[config.mk]
export PLATFORM = sky130hd
export DESIGN_NAME = ropm_matrix
export DESIGN_NICKNAME = d
export VERILOG_FILES = /design/src/core/ropm_pkg.sv /design/src/core/ropm_sel_if.sv /design/src/core/ropm_matrix.sv /design/src/core/ropm_sel_store.sv
export SDC_FILE = /design/constraint.sdc
export NUM_CORES = 1
export LEC_CHECK = 0
export BUFFER_PORTS_ARGS = -buffer_cell sky130_fd_sc_hd__buf_2
export CORE_UTILIZATION = 45
export CTS_CLUSTER_DIAMETER = 30
export DETAILED_ROUTE_END_ITERATION = 8
export PLACE_DENSITY = 0.74
export SKIP_LAST_GASP = 1
export SLEW_MARGIN = 10
export SYNTH_ARGS = -nofsm -noshare
export SYNTH_HDL_FRONTEND = slang
export SYNTH_HIERARCHICAL = 1
export SYNTH_SLANG_ARGS = --single-unit
[constraint.sdc]
create_clock -name clock -period 1.8 [get_ports clock]
set_clock_uncertainty 0.05 [all_clocks]
set_input_delay 0.27 -clock clock [delete_from_list [all_inputs] [get_ports clock]]
set_output_delay 0.27 -clock clock [all_outputs]
set_load 0.005 [all_outputs]
[src/core/ropm_pkg.sv]
// Constants and types for the remappable output pin select matrix
// =============================================================
// How it works
// - Every remappable pin owns a six-bit select code choosing its peripheral source.
// - Select codes reset to zero; zero means pin keeps its default port function.
// - No interlocks: any code combination across pins is accepted, sharing allowed.
// - Code 01 routes serial port A transmit; code 03 routes serial port B transmit.
// - Codes 08, 09, 0a route SPI B data, clock and slave select outputs.
// - Code 0e routes CAN transmit, only when the variant includes CAN.
// - Codes 10 to 13 route compare outputs one to four in order.
// - Codes 18, 19, 1a route comparators one to three; code 32 routes comparator four.
// - Code 2d routes PWM sync, code 2f encoder compare; motor variants only.
// - Code 31 routes the reference clock output to the pin.
package ropm_pkg;
  // =============================================================
  // Sizes
  localparam int unsigned NUM_PINS   = 8;
  localparam int unsigned SEL_W      = 6;
  localparam int unsigned NUM_SRC    = 18;
  localparam logic [SEL_W-1:0] SEL_RESET = 6'h00;

  // =============================================================
  // Select codes
  localparam logic [SEL_W-1:0] SEL_DEFAULT   = 6'h00;
  localparam logic [SEL_W-1:0] SEL_UART_A_TX = 6'h01;
  localparam logic [SEL_W-1:0] SEL_UART_B_TX = 6'h03;
  localparam logic [SEL_W-1:0] SEL_SPI_B_DO  = 6'h08;
  localparam logic [SEL_W-1:0] SEL_SPI_B_CK  = 6'h09;
  localparam logic [SEL_W-1:0] SEL_SPI_B_SS  = 6'h0a;
  localparam logic [SEL_W-1:0] SEL_CAN_TX    = 6'h0e;
  localparam logic [SEL_W-1:0] SEL_CMP_OUT1  = 6'h10;
  localparam logic [SEL_W-1:0] SEL_CMP_OUT2  = 6'h11;
  localparam logic [SEL_W-1:0] SEL_CMP_OUT3  = 6'h12;
  localparam logic [SEL_W-1:0] SEL_CMP_OUT4  = 6'h13;
  localparam logic [SEL_W-1:0] SEL_COMP1     = 6'h18;
  localparam logic [SEL_W-1:0] SEL_COMP2     = 6'h19;
  localparam logic [SEL_W-1:0] SEL_COMP3     = 6'h1a;
  localparam logic [SEL_W-1:0] SEL_PWM_SYNC  = 6'h2d;
  localparam logic [SEL_W-1:0] SEL_QEI_CMP   = 6'h2f;
  localparam logic [SEL_W-1:0] SEL_REFCLK    = 6'h31;
  localparam logic [SEL_W-1:0] SEL_COMP4     = 6'h32;

  // =============================================================
  // Source vector bit positions
  localparam int unsigned SRC_UART_A_TX = 0;
  localparam int unsigned SRC_UART_B_TX = 1;
  localparam int unsigned SRC_SPI_B_DO  = 2;
  localparam int unsigned SRC_SPI_B_CK  = 3;
  localparam int unsigned SRC_SPI_B_SS  = 4;
  localparam int unsigned SRC_CAN_TX    = 5;
  localparam int unsigned SRC_CMP_OUT1  = 6;
  localparam int unsigned SRC_CMP_OUT2  = 7;
  localparam int unsigned SRC_CMP_OUT3  = 8;
  localparam int unsigned SRC_CMP_OUT4  = 9;
  localparam int unsigned SRC_COMP1     = 10;
  localparam int unsigned SRC_COMP2     = 11;
  localparam int unsigned SRC_COMP3     = 12;
  localparam int unsigned SRC_COMP4     = 13;
  localparam int unsigned SRC_PWM_SYNC  = 14;
  localparam int unsigned SRC_QEI_CMP   = 15;
  localparam int unsigned SRC_REFCLK    = 16;
  localparam int unsigned SRC_SPARE     = 17;

  typedef logic [SEL_W-1:0] ropm_sel_t;
  typedef logic [NUM_SRC-1:0] ropm_src_t;
endpackage : ropm_pkg

[src/core/ropm_sel_if.sv]
// Interface carrying the select codes from the store to the matrix
`timescale 1ns/1ps
interface ropm_sel_if;
  import ropm_pkg::*;
  ropm_sel_t sel [NUM_PINS];

  modport store (output sel);
  modport matrix (input sel);
endinterface : ropm_sel_if

[src/core/ropm_matrix.sv]
// Remappable output pin select matrix, top level
`timescale 1ns/1ps
module ropm_matrix
  import ropm_pkg::*;
#(
  parameter bit HAS_CAN   = 1'b1,
  parameter bit HAS_MOTOR = 1'b1
) (
  input  wire logic                clock,
  input  wire logic                rstn,
  input  wire logic                wr_en,
  input  wire logic [2:0]          wr_pin,
  input  wire logic [SEL_W-1:0]    wr_code,
  input  wire logic                serial_port_a_transmit,
  input  wire logic                serial_port_b_transmit,
  input  wire logic                spi_b_data_out,
  input  wire logic                spi_b_clock_out,
  input  wire logic                spi_b_slave_select,
  input  wire logic                can_transmit,
  input  wire logic                compare_out_one,
  input  wire logic                compare_out_two,
  input  wire logic                compare_out_three,
  input  wire logic                compare_out_four,
  input  wire logic                comparator_one_out,
  input  wire logic                comparator_two_out,
  input  wire logic                comparator_three_out,
  input  wire logic                comparator_four_out,
  input  wire logic                pwm_timebase_sync_out,
  input  wire logic                encoder_counter_compare_out,
  input  wire logic                reference_clock_out,
  output logic [NUM_PINS-1:0]      remappable_pin,
  output logic [NUM_PINS-1:0]      pin_peripheral_owned
);
  // =============================================================
  // Select code store
  ropm_sel_if sel_bus ();

  ropm_sel_store u_store (
    .clock   (clock),
    .rstn    (rstn),
    .wr_en   (wr_en),
    .wr_pin  (wr_pin),
    .wr_code (wr_code),
    .sel_bus (sel_bus)
  );

  // =============================================================
  // Source vector gathering
  ropm_src_t src;

  always_comb begin
    src                = '0;
    src[SRC_UART_A_TX] = serial_port_a_transmit;
    src[SRC_UART_B_TX] = serial_port_b_transmit;
    src[SRC_SPI_B_DO]  = spi_b_data_out;
    src[SRC_SPI_B_CK]  = spi_b_clock_out;
    src[SRC_SPI_B_SS]  = spi_b_slave_select;
    src[SRC_CAN_TX]    = can_transmit;
    src[SRC_CMP_OUT1]  = compare_out_one;
    src[SRC_CMP_OUT2]  = compare_out_two;
    src[SRC_CMP_OUT3]  = compare_out_three;
    src[SRC_CMP_OUT4]  = compare_out_four;
    src[SRC_COMP1]     = comparator_one_out;
    src[SRC_COMP2]     = comparator_two_out;
    src[SRC_COMP3]     = comparator_three_out;
    src[SRC_COMP4]     = comparator_four_out;
    src[SRC_PWM_SYNC]  = pwm_timebase_sync_out;
    src[SRC_QEI_CMP]   = encoder_counter_compare_out;
    src[SRC_REFCLK]    = reference_clock_out;
  end

  // =============================================================
  // Code decode: returns {owned, level}; shared by every pin
  function automatic logic [1:0] ropm_route(input ropm_sel_t code, input ropm_src_t s);
    logic [1:0] r;
    r = 2'h0;
    case (code)
      SEL_UART_A_TX: r = {1'b1, s[SRC_UART_A_TX]};
      SEL_UART_B_TX: r = {1'b1, s[SRC_UART_B_TX]};
      SEL_SPI_B_DO:  r = {1'b1, s[SRC_SPI_B_DO]};
      SEL_SPI_B_CK:  r = {1'b1, s[SRC_SPI_B_CK]};
      SEL_SPI_B_SS:  r = {1'b1, s[SRC_SPI_B_SS]};
      SEL_CAN_TX:    r = HAS_CAN ? {1'b1, s[SRC_CAN_TX]} : 2'h0;
      SEL_CMP_OUT1:  r = {1'b1, s[SRC_CMP_OUT1]};
      SEL_CMP_OUT2:  r = {1'b1, s[SRC_CMP_OUT2]};
      SEL_CMP_OUT3:  r = {1'b1, s[SRC_CMP_OUT3]};
      SEL_CMP_OUT4:  r = {1'b1, s[SRC_CMP_OUT4]};
      SEL_COMP1:     r = {1'b1, s[SRC_COMP1]};
      SEL_COMP2:     r = {1'b1, s[SRC_COMP2]};
      SEL_COMP3:     r = {1'b1, s[SRC_COMP3]};
      SEL_COMP4:     r = {1'b1, s[SRC_COMP4]};
      SEL_PWM_SYNC:  r = HAS_MOTOR ? {1'b1, s[SRC_PWM_SYNC]} : 2'h0;
      SEL_QEI_CMP:   r = HAS_MOTOR ? {1'b1, s[SRC_QEI_CMP]} : 2'h0;
      SEL_REFCLK:    r = {1'b1, s[SRC_REFCLK]};
      default:       r = 2'h0;
    endcase
    return r;
  endfunction : ropm_route

  // =============================================================
  // Registered pin outputs; one cycle of latency traded for clean outputs
  logic [NUM_PINS-1:0] next_pin;
  logic [NUM_PINS-1:0] next_owned;

  always_comb begin
    for (int i = 0; i < NUM_PINS; i++) begin
      {next_owned[i], next_pin[i]} = ropm_route(sel_bus.sel[i], src);
    end
  end

  always_ff @(posedge clock or negedge rstn) begin
    if (!rstn) begin
      remappable_pin       <= '0;
      pin_peripheral_owned <= '0;
    end else begin
      remappable_pin       <= next_pin;
      pin_peripheral_owned <= next_owned;
    end
  end
endmodule : ropm_matrix

[src/core/ropm_sel_store.sv]
// Storage of the per-pin select codes
`timescale 1ns/1ps
module ropm_sel_store
  import ropm_pkg::*;
(
  input  wire logic             clock,
  input  wire logic             rstn,
  input  wire logic             wr_en,
  input  wire logic [2:0]       wr_pin,
  input  wire ropm_sel_t        wr_code,
  ropm_sel_if.store             sel_bus
);
  // =============================================================
  // Select code registers
  ropm_sel_t codes [NUM_PINS];

  // Each pin written on its own; no cross-pin checks
  always_ff @(posedge clock or negedge rstn) begin
    if (!rstn) begin
      for (int i = 0; i < NUM_PINS; i++) begin
        codes[i] <= SEL_RESET;
      end
    end else if (wr_en) begin
      codes[wr_pin] <= wr_code;
    end
  end

  always_comb begin
    for (int i = 0; i < NUM_PINS; i++) begin
      sel_bus.sel[i] = codes[i];
    end
  end
endmodule : ropm_sel_store

; Yosys cells after proc, flatten, opt, wreduce, memory -nomap -nowiden
; Cells that the tools add are included.
[word_totals]
out_inout_bits = 16
word_cells = 161
regBits = 64
[op_classes]
muxes = 11
bitwise = 1
order_cmp = 2
reduce_logical = 1
eq_ne = 136
[ops]
columns = operator, count
row1 = $eq 6x5->1 const B, 56
row2 = $pmux 2 s17, 8
row3 = $eq 6x4->1 const B, 32
row4 = $eq 6x6->1 const B, 32
row5 = $bwmux 48, 1
row6 = $eq 6x1->1 const B, 8
row7 = $eq 6x2->1 const B, 8
row8 = $demux 6 s3, 1
row9 = $mux 6, 1
row10 = $ge 4x4->1 const B, 1
row11 = $lt 4x1->1 const B, 1
row12 = $not 3->4, 1
row13 = $logic_and 1x1->1, 1

; Longest topological paths before layout
[depth]
ltp_word = 6
ltp_mapped = 6
ltp_nobuf = 5

; Modules after synthesis
; Netlist, hierarchy kept.
[modules_own_cells]
columns = module, seq_area_each_um2, cells_per_inst, n_inst, area_each_um2
row1 = ropm_matrix, 400.4, 386, 1, 2795.2
row2 = ropm_sel_store, 1201.2, 111, 1, 1871.8

; Least setup slack after synthesis
; Ideal clock, no wire load.
[synth_path]
kind = register -> register
from = register u_store.codes, in the netlist u_store/sel_bus.sel[18]
to = register remappable_pin[4]
period_less_slack_ns = 1.439
arrival_time_ns = 1.257
setup_ns = 0.132
setup_slack_ns = 0.361
path_stages_with_launch = 5
cell_sequence = dfrtp_1 > buf_2 > mux4_2 > o2111ai_1 > nand4_1
[synth_between]
elab_chain_cells = 2
elab_cells_between_ends = 18
cone_classes = eq/ne: 17 / mux: 1
[synth_rtl]
columns = item, line_no
row1 = start: declaration, ropm_sel_store.sv:15  ; ropm_sel_t codes [NUM_PINS];
row2 = start signal: indexed assignment, ropm_sel_store.sv:24  ; codes[wr_pin] <= wr_code;
row3 = $eq 6x6->1 (tied with other cells), ropm_matrix.sv:77  ; case (code)
row4 = $pmux 2 s17 *, ropm_matrix.sv:77
row5 = net next_pin[4], ropm_matrix.sv:102  ; logic [NUM_PINS-1:0] next_pin;
row6 = end signal: assignment, ropm_matrix.sv:116  ; remappable_pin <= next_pin;
row7 = end: declaration, ropm_matrix.sv:31  ; output logic [NUM_PINS-1:0] remappable_pin,
; Mark *: on every way through the listed nets, which the timed path passes. The rest lies on a longest branch.
; A chain may end at the register's enable or synchronous reset.

; Worst setup path in the final report
[layout_path]
from = register u_store.codes, in the netlist u_store/sel_bus.sel[8]
to = register remappable_pin[6]
; Same word-level chain as after synthesis.

==> run_results.csv <==
group,metric,value,unit
status,run_status,"complete, no violations",
power,switchingPower,2.09,mW
final_layout,layout.cells.most_common,"sky130_fd_sc_hd__dfrtp_1",
drt,detail_route.first_pass.iterations,7,
final_layout,n_fill_cell,913,
worst_setup_path,startpoint_type,"flop",
drt,detail-route-antenna-nets,0,
clock_network,tritoncts,"built",
worst_setup_path,worst_r2r_path_depth,5,
sta,timing.max_slew.rel_slack,68.2,%
synthesis,postSynth.topFlopCell,"sky130_fd_sc_hd__dfrtp_1",
sta,finalWorstPathRequiredPeriod,1630,ps
placement,place.port_buffers,44,
sta,setup_viol_count_final,0,
power,fin_total_pwr,5.72,mW
power,power.density,1130,nW/µm²
flow_run,maxCapViolations,0,
power,vdd_drop_max,448,µV
synthesis,synth-seq-area-share,34.3,%
synthesis,postSynthNetCount,526,
sta,slew_viol_final,0,
synthesis,fraction_of_synthesized_area_in_multiplexers,18.8,%
final_layout,design.final.nets,540,
final_layout,design_area,5060,µm²
grt,global_route_wire_length_before_repair,20300,µm
power,power.switching_fraction,36.5,%
sta,fin_crit_sh,90.8,%
synthesis,yosysWarnings,6,
sta,fin_ws,166,ps
grt,grt_start_max_net_pins,65,
final_layout,seq_area,1600,µm²
clock_network,postCtsSetupBuffers,0,
sta,fmaxAchievable,612,MHz
worst_setup_path,cp-end-kind,"flop",
die,die_width,104,µm
die,initial_utilization,47.1,%
clock_network,numCtsBuffers,9,
synthesis,synth-simple-area-share,22.0,%
worst_setup_path,critPathMaxFanout,12,
final_layout,postLayoutCoreUtil,51.1,%
clock_network,clock_insertion_delay_worst_skew,350,ps
power,power_frac_seq,44.1,%
synthesis,synth_area_leaders,"sky130_fd_sc_hd__dfrtp_1 34%, sky130_fd_sc_hd__mux2_2 12%, sky130_fd_sc_hd__mux2i_1 4.7%",
drt,routed_len_inst,19.6,µm
clock_network,max-clock-path-buffers,2,
sta,hold_viol_final,0,
die,floorplan.io_pins,45,
final_layout,post_route_cells_drive_above_1_share,24.1,%
placement,dp_hpwl,8210,µm
clock_network,clock-root-buffer,"sky130_fd_sc_hd__clkbuf_8",
min_path,holdCritPathClass,"in -> reg",
placement,place_inst,632,
worst_setup_path,arrival,1800,ps
grt,grt_antenna_before_repair,0,
synthesis,synthesis.instances,497,
worst_setup_path,timing.setup.critical_path_class,"reg -> reg",
power,clkPwrFrac,24.5,%
drt,finalWirelength,12700,µm
die,coreArea,9910,µm²
grt,grt.total_usage,24.3,%
placement,dpl-instance-area,4830,µm²
clock_network,cts.sinks,64,
synthesis,syn_area_per_cell,9.39,µm²
grt,vias_in_the_first_global_route,3770,
grt,grt_overflow,0,
synthesis,synth.largest_area_cell,"sky130_fd_sc_hd__dfrtp_1",
drt,detailroute.via_count,4136,
sta,holdWs,304,ps
die,core.rowCount,36,
sta,setup_repair_after_global_routing_missed_its_margin,"false",
placement,globalplace.congestion,0.922,
clock_network,cts.htree.levels,3,
min_path,holdPathStages,2,
synthesis,number_of_flops_mapped_to_enable_cells_by_yosys,0,
synthesis,yosysTopAreaCellShare,34.3,%
worst_setup_path,required,1960,ps
synthesis,synth_fa_ha_area_share,0,%
final_layout,multiInputGateArea,2760,µm²
sta,worst_slew_pin_slew,477,ps
drt,drt_drc_violations_left,0,
final_layout,stdcell_count,648,
synthesis,synth.ff_latch_count,64,
sta,fin_tns_setup,0,ps
die,fp.dieArea,10800,µm²
synthesis,synth_top_family_by_area,"simple AND/OR/NAND/NOR gates",
synthesis,synthArstFlopShare,100,%
synthesis,mappedNetlistArea,4670,µm²
power,power.share.combinational,31.3,%
final_layout,antenna-diode-count,0,
clock_network,cts.reportedPaths.clkPinSlew,70,ps
synthesis,post_synth_xor_area_fraction,0,%
power,power.static_leakage,2.08,nW
drt,drt-initial-drc-count,367,
synthesis,synth_compound_gate_area_share,18.3,%
synthesis,synth.distinct_cells,63,
power,intPower,3.63,mW
placement,dp_worst_setup_slack,225,ps
final_layout,flow.area_growth_from_synthesis,8.42,%
die,die_height,104,µm
drt,viasPerCell,6.38,
final_layout,mostFrequentLayoutCells,"64 x sky130_fd_sc_hd__dfrtp_1, 51 x sky130_fd_sc_hd__mux2_2, 44 x sky130_fd_sc_hd__buf_2",
==> critical path, cell delays in order, from the launching register on <==
cell and delay [ps]:
sky130_fd_sc_hd__dfrtp_1 540, sky130_fd_sc_hd__and4_1 250, sky130_fd_sc_hd__o21ai_0 150, sky130_fd_sc_hd__o21ai_0 110, sky130_fd_sc_hd__a22oi_1 250, sky130_fd_sc_hd__o311ai_2 140
==> power by group through the flow <==
stage	Combinational [mW]	Sequential [mW]	Clock (mW)
6_report	1.79	2.52	1.40
5_1_grt	1.98	2.61	1.49
4_1_cts	1.78	2.50	1.44
3_5_place_dp	1.77	2.52	0
3_3_place_gp	1.71	2.50	0
2_1_floorplan	1.78	2.07	0
==> layer usage <==
layer	part of all wire, %	GRT usage, %
met5	0	0
met4	4.0	13.7
met3	8.0	3.02
met2	47	36.8
met1	41	33.5
==> cells in the mapped netlist, types with 10 or more instances <==
cell and count:
sky130_fd_sc_hd__nor2_1 37, sky130_fd_sc_hd__nand2b_1 22, sky130_fd_sc_hd__mux2_2 51, sky130_fd_sc_hd__o21ai_0 23
sky130_fd_sc_hd__nand3_1 15, sky130_fd_sc_hd__a22oi_1 10, sky130_fd_sc_hd__nand4_1 12, sky130_fd_sc_hd__a21oi_1 20
sky130_fd_sc_hd__mux2i_1 22, sky130_fd_sc_hd__dfrtp_1 64, sky130_fd_sc_hd__o32ai_1 11, sky130_fd_sc_hd__nand2_1 31
sky130_fd_sc_hd__buf_2 28, sky130_fd_sc_hd__o22ai_1 10
==> sequential cells by signal, indices dropped and copies added (netlist names) <==
| signal | cells |
|---|---|
| u_store/sel_bus.sel | 48 |
| remappable_pin | 8 |
| pin_peripheral_owned | 8 |
==> what timing repair did <==
item	CTS	global route
hold endpoints to repair	64	0
resized for setup	0	0
hold buffers	1	0
==> logic make-up (layout without fill, tap and decap cells) <==
logic type / after synthesis / count (layout)
AND/OR/NAND/NOR: 179 / 179
AO/OA/AOI/OAI: 122 / 122
flip-flops: 64 / 64
multiplexers: 77 / 77
buffers and inverters: 55 / 73
==> worst paths after layout <==
kind | end | startpoint | slack, ps
max in group asynchronous | u_store/sel_bus.sel[42]$_DFFE_PN0P_ | rstn | 990
setup / recovery | remappable_pin[6]$_DFF_PN0_ | u_store/sel_bus.sel[8]$_DFFE_PN0P_ | 170
min in group asynchronous | remappable_pin[6]$_DFF_PN0_ | rstn | 410
hold reg to reg | pin_peripheral_owned[5]$_DFF_PN0_ | u_store/sel_bus.sel[17]$_DFFE_PN0P_ | 570
setup reg to reg | remappable_pin[6]$_DFF_PN0_ | u_store/sel_bus.sel[8]$_DFFE_PN0P_ | 170
hold / removal | u_store/sel_bus.sel[19]$_DFFE_PN0P_ | wr_code[1] | 300
==> final cells by class <==
class | count | area share (%)
multi-input cells | 378 | 54.5
flip-flops and latches | 64 | 31.7
repair buffers | 51 | 5.69
well taps | 133 | 3.29
clock buffers | 12 | 3.07
clock inverters | 3 | 1.29
inverters | 7 | 0.519
No activity file was read; power rests on OpenSTA's default activity.
